**config.mk**
```make
export PLATFORM = sky130hd
export DESIGN_NAME = pwm_time_base_control_unlock
export DESIGN_NICKNAME = d
export VERILOG_FILES = /design/src/rtl/pwm_tb_pkg.sv /design/src/rtl/pwm_unlock_seq.sv /design/src/rtl/pwm_postscaler.sv /design/src/rtl/pwm_time_base_control_unlock.sv
export SDC_FILE = /design/constraint.sdc
export NUM_CORES = 1
export LEC_CHECK = 0
export BUFFER_PORTS_ARGS = -buffer_cell sky130_fd_sc_hd__clkbuf_2
export CAP_MARGIN = 20
export CELL_PAD_IN_SITES_DETAIL_PLACEMENT = 1
export CELL_PAD_IN_SITES_GLOBAL_PLACEMENT = 2
export CORE_MARGIN = 3
export CORE_UTILIZATION = 25
export CTS_CLUSTER_DIAMETER = 100
export DETAILED_ROUTE_END_ITERATION = 8
export PLACE_DENSITY = 0.76
export SLEW_MARGIN = 30
export SYNTH_ARGS = -nofsm -noshare
export SYNTH_HDL_FRONTEND = slang
export SYNTH_HIERARCHICAL = 1
export SYNTH_SLANG_ARGS = --single-unit
export TNS_END_PERCENT = 5
```
**constraint.sdc**
```tcl
create_clock -name core_clk_in -period 4.8 [get_ports core_clk_in]
set_input_delay 0.96 -clock core_clk_in [delete_from_list [all_inputs] [get_ports core_clk_in]]
set_output_delay 0.96 -clock core_clk_in [all_outputs]
set_load 0.02 [all_outputs]
```
**src/rtl/pwm_tb_pkg.sv**
```systemverilog
/*
  Shared constants for the PWM time base control and unlock block.
  Assumes a single peripheral clock and an APB register slave.
*/
package pwm_tb_pkg;
  // Register byte addresses
  localparam logic [7:0]  ADDR_TIME_BASE_CTRL = 8'h00;
  localparam logic [7:0]  ADDR_PERIOD         = 8'h04;
  localparam logic [7:0]  ADDR_EVENT_CMP      = 8'h08;
  localparam logic [7:0]  ADDR_UNLOCK_KEY     = 8'h0c;
  localparam logic [7:0]  ADDR_OUT_CTRL_BASE  = 8'h10;
  localparam logic [7:0]  ADDR_FAULT_BASE     = 8'h30;
  localparam logic [7:0]  ADDR_STATUS         = 8'h50;
  // Time base control fields
  localparam int          BIT_MODULE_ON       = 15;
  localparam int          BIT_UNUSED          = 14;
  localparam int          BIT_IDLE_HALT       = 13;
  localparam int          BIT_EVENT_PENDING   = 12;
  localparam int          BIT_EVENT_IRQ_ON    = 11;
  localparam int          BIT_IMMEDIATE_UPD   = 10;
  localparam int          BIT_SYNC_INVERT     = 9;
  localparam int          BIT_SYNC_OUT_ON     = 8;
  localparam int          BIT_EXT_SYNC_ON     = 7;
  localparam int          SRC_LSB             = 4;
  localparam int          PS_LSB              = 0;
  localparam logic [15:0] CTRL_WMASK          = 16'hafff;
  localparam logic [2:0]  SRC_INPUT_ONE       = 3'h0;
  localparam logic [2:0]  SRC_INPUT_TWO       = 3'h1;
  // Reset values
  localparam logic [15:0] CTRL_RESET          = 16'h0000;
  localparam logic [15:0] PERIOD_RESET        = 16'hfff8;
  localparam logic [15:0] EVENT_CMP_RESET     = 16'h0000;
  localparam logic [15:0] PROT_RESET          = 16'h0000;
  // Unlock keys
  localparam logic [15:0] KEY_FIRST           = 16'habcd;
  localparam logic [15:0] KEY_SECOND          = 16'h4321;
  localparam int          NUM_GEN             = 5;
  // Unlock sequencer states
  typedef enum logic [1:0] {
    LOCK_IDLE,
    LOCK_GOT_FIRST,
    LOCK_OPEN
  } lock_state_t;
endpackage : pwm_tb_pkg

```
**src/rtl/pwm_unlock_seq.sv**
```systemverilog
/*
  Key sequencer granting a single protected write after the key pair.
  Assumes one bus access pulse per completed APB transfer.
*/
`timescale 1ns/10ps
module pwm_unlock_seq
  import pwm_tb_pkg::*;
(
  // Clock and reset
  input  wire logic        core_clk_in,
  input  wire logic        sys_rst_in,
  // Access events
  input  wire logic        access_in,
  input  wire logic        key_write_in,
  input  wire logic [15:0] wdata_in,
  // Grant
  output logic             open_out
);
  typedef struct packed {
    lock_state_t st;
  } seq_t;
  seq_t state_reg;
  seq_t state_next;

  // Any access not continuing the sequence drops back to locked
  always_comb begin
    state_next = state_reg;
    if (access_in) begin
      state_next.st = LOCK_IDLE;                                    // [RQ4] [RQ5]
      case (state_reg.st)
        LOCK_IDLE: begin
          if (key_write_in && wdata_in == KEY_FIRST) state_next.st = LOCK_GOT_FIRST; // [RQ3]
        end
        LOCK_GOT_FIRST: begin
          if (key_write_in && wdata_in == KEY_SECOND) state_next.st = LOCK_OPEN;     // [RQ3]
          else if (key_write_in && wdata_in == KEY_FIRST) state_next.st = LOCK_GOT_FIRST;
        end
        LOCK_OPEN: begin
          if (key_write_in && wdata_in == KEY_FIRST) state_next.st = LOCK_GOT_FIRST;
        end
        default: state_next.st = LOCK_IDLE;
      endcase
    end
  end

  always_ff @(posedge core_clk_in) begin
    if (sys_rst_in) state_reg <= '{st: LOCK_IDLE};
    else            state_reg <= state_next;
  end

  assign open_out = (state_reg.st == LOCK_OPEN);
endmodule : pwm_unlock_seq

```
**src/rtl/pwm_postscaler.sv**
```systemverilog
/*
  Special event postscaler: one trigger per (code+1) compare matches.
  Assumes match pulses are one cycle wide.
*/
`timescale 1ns/10ps
module pwm_postscaler
  import pwm_tb_pkg::*;
(
  // Clock and reset
  input  wire logic       core_clk_in,
  input  wire logic       sys_rst_in,
  // Control
  input  wire logic       run_in,
  input  wire logic [3:0] ratio_in,
  input  wire logic       match_in,
  // Trigger
  output logic            trig_out
);
  typedef struct packed {
    logic [3:0] cnt;
    logic       trig;
  } ps_t;
  ps_t state_reg;
  ps_t state_next;

  // Count matches; wrap and fire when the count reaches the code
  always_comb begin
    state_next      = state_reg;
    state_next.trig = 1'b0;
    if (!run_in) begin
      state_next.cnt = 4'h0;                                        // [RQ21]
    end else if (match_in) begin
      if (state_reg.cnt >= ratio_in) begin                          // [RQ15] [RQ16]
        state_next.cnt  = 4'h0;
        state_next.trig = 1'b1;
      end else begin
        state_next.cnt = state_reg.cnt + 4'h1;
      end
    end
  end

  always_ff @(posedge core_clk_in) begin
    if (sys_rst_in) state_reg <= '{cnt: 4'h0, trig: 1'b0};
    else            state_reg <= state_next;
  end

  assign trig_out = state_reg.trig;
endmodule : pwm_postscaler

```
**src/rtl/pwm_time_base_control_unlock.sv**
```systemverilog
/*
  Primary time base control with key-guarded protected registers, APB slave.
  Assumes APB master with 32-bit data; sync inputs synchronous to the clock.
*/
// The implementer's own choices: the placing of the registers and the APB register port.
// How it works
// (RQ1) Protected registers ignore writes while locked
// (RQ2) Lock config bit 1 protects, 0 disables
// (RQ3) Unlock needs 0xABCD then 0x4321 keys
// (RQ4) Protected write must be the next access
// (RQ5) One unlock grants exactly one protected write
// (RQ6) Bit 15 enables the PWM module
// (RQ7) Bit 13 halts time base in idle
// (RQ8) Bit 12 reads pending special event
// (RQ9) Bit 11 gates the special event interrupt
// (RQ10) Bit 10 loads period immediately, else boundary
// (RQ11) Bit 9 inverts sync input and output
// (RQ12) Bit 8 enables the sync output
// (RQ13) Bit 7 syncs time base to input
// (RQ14) Bits 6-4 select sync input one/two
// (RQ15) Bits 3-0 set matches per trigger
// (RQ16) Code n triggers every n+1 matches
// (RQ17) Software changes settings only while disabled
// (RQ18) Software sets period above external sync period
// (RQ19) Bit 14 reads zero, ignores writes
// (RQ20) Five generators, ten high/low outputs
// (RQ21) Disabled module holds counter at zero
`timescale 1ns/10ps
module pwm_time_base_control_unlock
  import pwm_tb_pkg::*;
#(
  parameter int GEN_COUNT = NUM_GEN
) (
  // Clock and reset
  input  wire logic                   core_clk_in,
  input  wire logic                   sys_rst_in,
  // APB slave
  input  wire logic                   psel,
  input  wire logic                   penable,
  input  wire logic                   pwrite,
  input  wire logic [7:0]             paddr,
  input  wire logic [31:0]            pwdata,
  output logic      [31:0]            prdata,
  output logic                        pready,
  output logic                        pslverr,
  // Device options and CPU state
  input  wire logic                   write_protect_config,
  input  wire logic                   cpu_idle_in,
  // External sync
  input  wire logic                   sync_input_one,
  input  wire logic                   sync_input_two,
  output logic                        primary_sync_output,
  // Events and outputs
  output logic                        special_event_irq_out,
  output logic                        special_event_trig_out,
  output logic                        module_on_out,
  output logic [2*GEN_COUNT-1:0]      pwm_pins_out,
  output logic [GEN_COUNT*16-1:0]     output_control_regs,
  output logic [GEN_COUNT*16-1:0]     fault_limit_control_regs
);
  typedef struct packed {
    logic [15:0]                ctrl;
    logic [15:0]                period_buf;
    logic [15:0]                period_act;
    logic                       period_dirty;
    logic [15:0]                event_cmp;
    logic [15:0]                counter;
    logic                       sync_prev;
    logic                       sync_out;
    logic [31:0]                rdata;
    logic [GEN_COUNT-1:0][15:0] ioc;
    logic [GEN_COUNT-1:0][15:0] flt;
    logic [2*GEN_COUNT-1:0]     pins;
  } tb_t;
  tb_t state_reg;
  tb_t state_next;

  logic        access;
  logic        wr;
  logic        key_write;
  logic        unlocked;
  logic        sync_sel;
  logic        sync_level;
  logic        sync_edge;
  logic        running;
  logic        wrap;
  logic        match;
  logic        trig;
  logic        prot_ok;
  logic [15:0] wdata16;

  // Completed APB transfer; zero-wait slave
  assign access    = psel && penable;
  assign wr        = access && pwrite;
  assign wdata16   = pwdata[15:0];
  assign key_write = wr && (paddr == ADDR_UNLOCK_KEY);
  assign prot_ok   = !write_protect_config || unlocked;              // [RQ1] [RQ2]

  pwm_unlock_seq u_unlock (
    .core_clk_in  (core_clk_in),
    .sys_rst_in   (sys_rst_in),
    .access_in    (access),
    .key_write_in (key_write),
    .wdata_in     (wdata16),
    .open_out     (unlocked)
  );

  // Sync source select and polarity
  always_comb begin
    case (state_reg.ctrl[SRC_LSB+:3])
      SRC_INPUT_ONE: sync_sel = sync_input_one;                     // [RQ14]
      SRC_INPUT_TWO: sync_sel = sync_input_two;                     // [RQ14]
      default:       sync_sel = 1'b0;
    endcase
  end
  assign sync_level = sync_sel ^ state_reg.ctrl[BIT_SYNC_INVERT];   // [RQ11]
  assign sync_edge  = sync_level && !state_reg.sync_prev && state_reg.ctrl[BIT_EXT_SYNC_ON]; // [RQ13]

  // Time base runs when enabled, unless halted in idle
  assign running = state_reg.ctrl[BIT_MODULE_ON] &&
                   !(cpu_idle_in && state_reg.ctrl[BIT_IDLE_HALT]); // [RQ6] [RQ7]
  assign wrap    = running && (state_reg.counter >= state_reg.period_act);
  assign match   = running && (state_reg.counter == state_reg.event_cmp);

  pwm_postscaler u_post (
    .core_clk_in (core_clk_in),
    .sys_rst_in  (sys_rst_in),
    .run_in      (state_reg.ctrl[BIT_MODULE_ON]),
    .ratio_in    (state_reg.ctrl[PS_LSB+:4]),
    .match_in    (match),
    .trig_out    (trig)
  );

  // Next-state logic for registers, counter and outputs
  always_comb begin
    state_next           = state_reg;
    state_next.sync_prev = sync_level;
    state_next.sync_out  = 1'b0;
    state_next.rdata     = 32'h0000_0000;
    // Pending flag: trigger set wins over any clear
    if (trig && state_reg.ctrl[BIT_EVENT_IRQ_ON])
      state_next.ctrl[BIT_EVENT_PENDING] = 1'b1;                     // [RQ8] [RQ9]
    // Register writes
    if (wr) begin
      case (paddr)
        ADDR_TIME_BASE_CTRL: begin
          state_next.ctrl = (wdata16 & CTRL_WMASK) |
                            (state_reg.ctrl & ~CTRL_WMASK);          // [RQ19]
          // Writing the pending bit as zero acknowledges the event
          if (!wdata16[BIT_EVENT_PENDING] && !(trig && state_reg.ctrl[BIT_EVENT_IRQ_ON]))
            state_next.ctrl[BIT_EVENT_PENDING] = 1'b0;
          else if (trig && state_reg.ctrl[BIT_EVENT_IRQ_ON])
            state_next.ctrl[BIT_EVENT_PENDING] = 1'b1;
        end
        ADDR_PERIOD: begin
          state_next.period_buf = wdata16;
          if (state_reg.ctrl[BIT_IMMEDIATE_UPD])
            state_next.period_act = wdata16;                         // [RQ10]
          else
            state_next.period_dirty = 1'b1;                          // [RQ10]
        end
        ADDR_EVENT_CMP: state_next.event_cmp = wdata16;
        default: ;
      endcase
      for (int g = 0; g < GEN_COUNT; g++) begin
        if (prot_ok && paddr == ADDR_OUT_CTRL_BASE + 8'(4 * g))
          state_next.ioc[g] = wdata16;                               // [RQ1] [RQ5]
        if (prot_ok && paddr == ADDR_FAULT_BASE + 8'(4 * g))
          state_next.flt[g] = wdata16;                               // [RQ1] [RQ5]
      end
    end
    // Register reads
    if (psel && !pwrite) begin
      case (paddr)
        ADDR_TIME_BASE_CTRL: state_next.rdata = {16'h0000, state_reg.ctrl};
        ADDR_PERIOD:         state_next.rdata = {16'h0000, state_reg.period_buf};
        ADDR_EVENT_CMP:      state_next.rdata = {16'h0000, state_reg.event_cmp};
        ADDR_STATUS:         state_next.rdata = {15'h0000, unlocked, state_reg.counter};
        default:             state_next.rdata = 32'h0000_0000;
      endcase
      for (int g = 0; g < GEN_COUNT; g++) begin
        if (paddr == ADDR_OUT_CTRL_BASE + 8'(4 * g))
          state_next.rdata = {16'h0000, state_reg.ioc[g]};
        if (paddr == ADDR_FAULT_BASE + 8'(4 * g))
          state_next.rdata = {16'h0000, state_reg.flt[g]};
      end
    end
    // Time base counter
    if (!state_reg.ctrl[BIT_MODULE_ON]) begin
      state_next.counter = 16'h0000;                                 // [RQ21]
    end else if (sync_edge || wrap) begin
      state_next.counter = 16'h0000;                                 // [RQ13]
      state_next.sync_out = 1'b1;
      if (state_reg.period_dirty && !(wr && paddr == ADDR_PERIOD)) begin
        state_next.period_act   = state_reg.period_buf;              // [RQ10]
        state_next.period_dirty = 1'b0;
      end
    end else if (running) begin
      state_next.counter = state_reg.counter + 16'h0001;
    end
    // Simple edge-aligned outputs: high half, low complement while running, both low when stopped
    for (int g = 0; g < GEN_COUNT; g++) begin
      state_next.pins[2*g]   = running && (state_reg.counter < (state_reg.period_act >> 1));
      state_next.pins[2*g+1] = running && !(state_reg.counter < (state_reg.period_act >> 1)); // [RQ20]
    end
  end

  // Single register stage for all state
  always_ff @(posedge core_clk_in) begin
    if (sys_rst_in) begin
      state_reg <= '{ctrl: CTRL_RESET, period_buf: PERIOD_RESET, period_act: PERIOD_RESET,
                     period_dirty: 1'b0, event_cmp: EVENT_CMP_RESET, counter: 16'h0000,
                     sync_prev: 1'b0, sync_out: 1'b0, rdata: 32'h0000_0000,
                     ioc: '0, flt: '0, pins: '0};
    end else begin
      state_reg <= state_next;
    end
  end

  // Outputs
  assign prdata                 = state_reg.rdata;
  assign pready                 = 1'b1;
  assign pslverr                = 1'b0;
  assign module_on_out          = state_reg.ctrl[BIT_MODULE_ON];
  assign special_event_irq_out  = state_reg.ctrl[BIT_EVENT_PENDING]; // [RQ8]
  assign special_event_trig_out = trig;
  assign pwm_pins_out           = state_reg.pins;
  assign output_control_regs    = state_reg.ioc;
  assign fault_limit_control_regs = state_reg.flt;
  // Sync out gated by enable, pulse polarity follows invert bit
  assign primary_sync_output = (state_reg.sync_out && state_reg.ctrl[BIT_SYNC_OUT_ON]) ^
                               state_reg.ctrl[BIT_SYNC_INVERT];      // [RQ11] [RQ12]
endmodule : pwm_time_base_control_unlock

```
==> results.toml <==
[run_status]
outcome = "complete, no violations"

[clocking]
cts.hold.buffers_added = 0
clkSinkCount = 268
clkLatencyLatePin_ns = 0.58
clockBufferDepth = 3
clock_tree_from_tritoncts = "yes"
cts.repair_timing.setup_buffer_count = 0
number_of_levels_the_h_tree_was_split_into = 1
cts_root_buffer = "clkbuf_16"
clkTransAtPathRegs_ns = 0.06
post_cts_resize_count = 0
cts-buffers-inserted = 31

[worst_setup_path]
timing_worst_setup_path_type = "in -> reg"
worst-endpoint-arrival_ns = 3.92
regToRegStartpoint = "state_reg[216]"
crit_path_end = "prdata[10]"
cp.required_ns = 5.32
start_kind = "primary input"
critPathCaptureType = "flop"
crit_start = "paddr[6]"
critPathMaxFanout = 14
regToRegEndpoint = "u_post/trig_out"
reg2reg_setup_slack_ns = 1.60
ff2ff_path_depth = 6

[synth]
postSynthCellCount = 1881
synth_ff_type = "dfxtp_1"
yosys_synthesis_warning_count = 6
synth_seq_area_share_pct = 36.92
async_sr_flop_fraction_pct = 0
ys_seq_elements = 268
synth_enable_flop_cells = 0
synthTopCellsByArea = "dfxtp_1 37%, nand2_1 13%, buf_4 11%"
post-synth-top-area-cell = "dfxtp_1"
netlist.area_leader.share_pct = 36.92
mappedNetlistArea_sq_um = 14530
yosysUniqueCellTypes = 77
postSynthAreaPerCell_sq_um = 7.725

[grt]
global_route_wire_length_before_repair_mm = 90.85
grt_pass1_vias = 13890
pin_count_of_the_biggest_net_entering_global_routing = 90
track_usage_pct = 19.54
grt_antenna_before_repair = 2
overflow = 0

[flow_run]
drv.max_cap_violation_count = 0

[floorplan]
dieHeight_microns = 247.1
placementRows = 87
io_pins = 257
coreArea_sq_um = 56930
start_util_pct = 25.52
die_w_microns = 247.1
dieArea_sq_um = 61050

[timing]
slew_headroom_pct = 35.36
timing_worst_slew_pin_value_ns = 0.9673
maxSlewViolCount = 0
fmax_mhz = 293.7
timing.final.crit_share_pct = 70.93
clock_skew_ns = 0.01062
hold_viol_final = 0
postLayoutSetupSlackWorst_ns = 1.395
setup_tns_ns = 0
layout_min_cycle_time_ns = 3.405
rsz0062_at_grt = "no"
final-setup-viol-count = 0

[drt]
remaining_drc_errors = 0
ant_nets = 0
total_number_of_vias = 13700
detailed_route_vias_per_instance = 5.175
first_pass_iters = 8
drt_iter0_drc = 1039
finalWirelength_mm = 61.81
post_dr_wirelength_cell_microns = 23.35

[finish]
drive_gt1_share_pct = 19.21
layout.core_utilization_pct = 28.15
final_layout_net_count = 1952
final_common_cell = "nand2_1"
most-common-layout-cells = "501 x nand2_1, 268 x dfxtp_1, 235 x a21oi_1, 222 x clkbuf_2, 50 x o21ai_0"
flow.area_growth_from_synthesis_pct = 10.28

[place]
place.detailed.hpwl_mm = 45.45
finalWeightedCongestion = 0.8658
port_buffers = 223
dp_worst_setup_slack_ns = 0.9551

[worst_hold_path]
timing.hold.worst.class = "reg -> reg"

[power]
power_per_cell_area_nw_per_um2 = 306.0
ir_worst_vdd_uv = 287.6
power.static_leakage_nw = 6.243
synth_stat cells (11+ instances only):
library cell	n
o31a_1	11
mux2i_1	30
inv_1	27
buf_2	13
a222oi_1	14
a21oi_1	235
nor2_1	39
xor2_1	26
dfxtp_1	268
clkbuf_1	98
a2bb2oi_1	13
nand3_1	39
o221ai_1	15
mux2_2	12
nor3b_1	14
ha_1	36
nand2b_1	12
buf_4	207
nand2_1	501
o21ai_0	50
nor4_1	11
nor3_1	20
a22oi_1	27
o22ai_1	30
worst min-delay path by stage:
stage	startpoint	to	slack (ns)	depth (start not counted)
global route	output_control_regs[77]	output_control_regs[77]	0.50	2
floorplan	fault_limit_control_regs[15]	fault_limit_control_regs[15]	0.44	2
CTS	output_control_regs[28]	output_control_regs[28]	0.48	2
finish	output_control_regs[77]	output_control_regs[77]	0.47	2
global placement	output_control_regs[28]	output_control_regs[28]	0.46	2
detailed placement	output_control_regs[47]	output_control_regs[47]	0.47	2
cell type report:
type,instances,area [sq um]
multi-input combinational,1270,7106
clock buffer,45,908.4
clock inverter,11,123.9
fill,6858,40910
tap,756,945.9
sequential,268,5365
inverter,27,101.3
antenna,1,2.502
timing repair buffer,269,1471
power breakdown:
group / switching [mW] / internal (mW) / total [mW]
clock: 1.01 / 1.42 / 2.42
sequential: 0.000908 / 2.23 / 2.23
combinational: 0.200 / 0.0531 / 0.253
cells by family after synthesis:
group | Yosys count | share of synthesized area (%)
and+or+nand+nor | 694 | 20.99
other | 2 | 0.05169
buffers and inverters | 358 | 14.91
AOI/OAI and AO/OA | 448 | 19.04
DFF | 268 | 36.92
muxes | 42 | 2.997
xor gates and xnor gates | 33 | 1.989
adders and majority gates | 36 | 3.100
routing by layer:
layer,routed length (microns),up-vias,track usage (%)
li1,-,6214,-
met1,27320,6905,26.46
met2,28260,488,32.29
met3,4584,87,3.242
met4,1605,4,4.748
met5,40,-,0
worst max-delay path, cell delays in order:
cell and delay, ns:
clkbuf_2 0.25, nor3b_1 0.73, nand2_1 0.56, nor2_1 0.75, buf_4 0.29, a22oi_1 0.09, o21ai_0 0.12, o31a_1 0.15
stage by stage:
step                hold slack [ns]  total power [mW]  instances  instance area (sq um)
finish                       0.4737             4.904       2647                  16020
global route                 0.4964             5.060       2646                  16020
CTS                          0.4768             4.953       2646                  16010
detailed placement           0.4662             2.523       2590                  14980
global placement             0.4579             2.519       2590                  14980
floorplan                    0.4421             2.427       1896                  14590
Power figures use the tool's default switching activity.
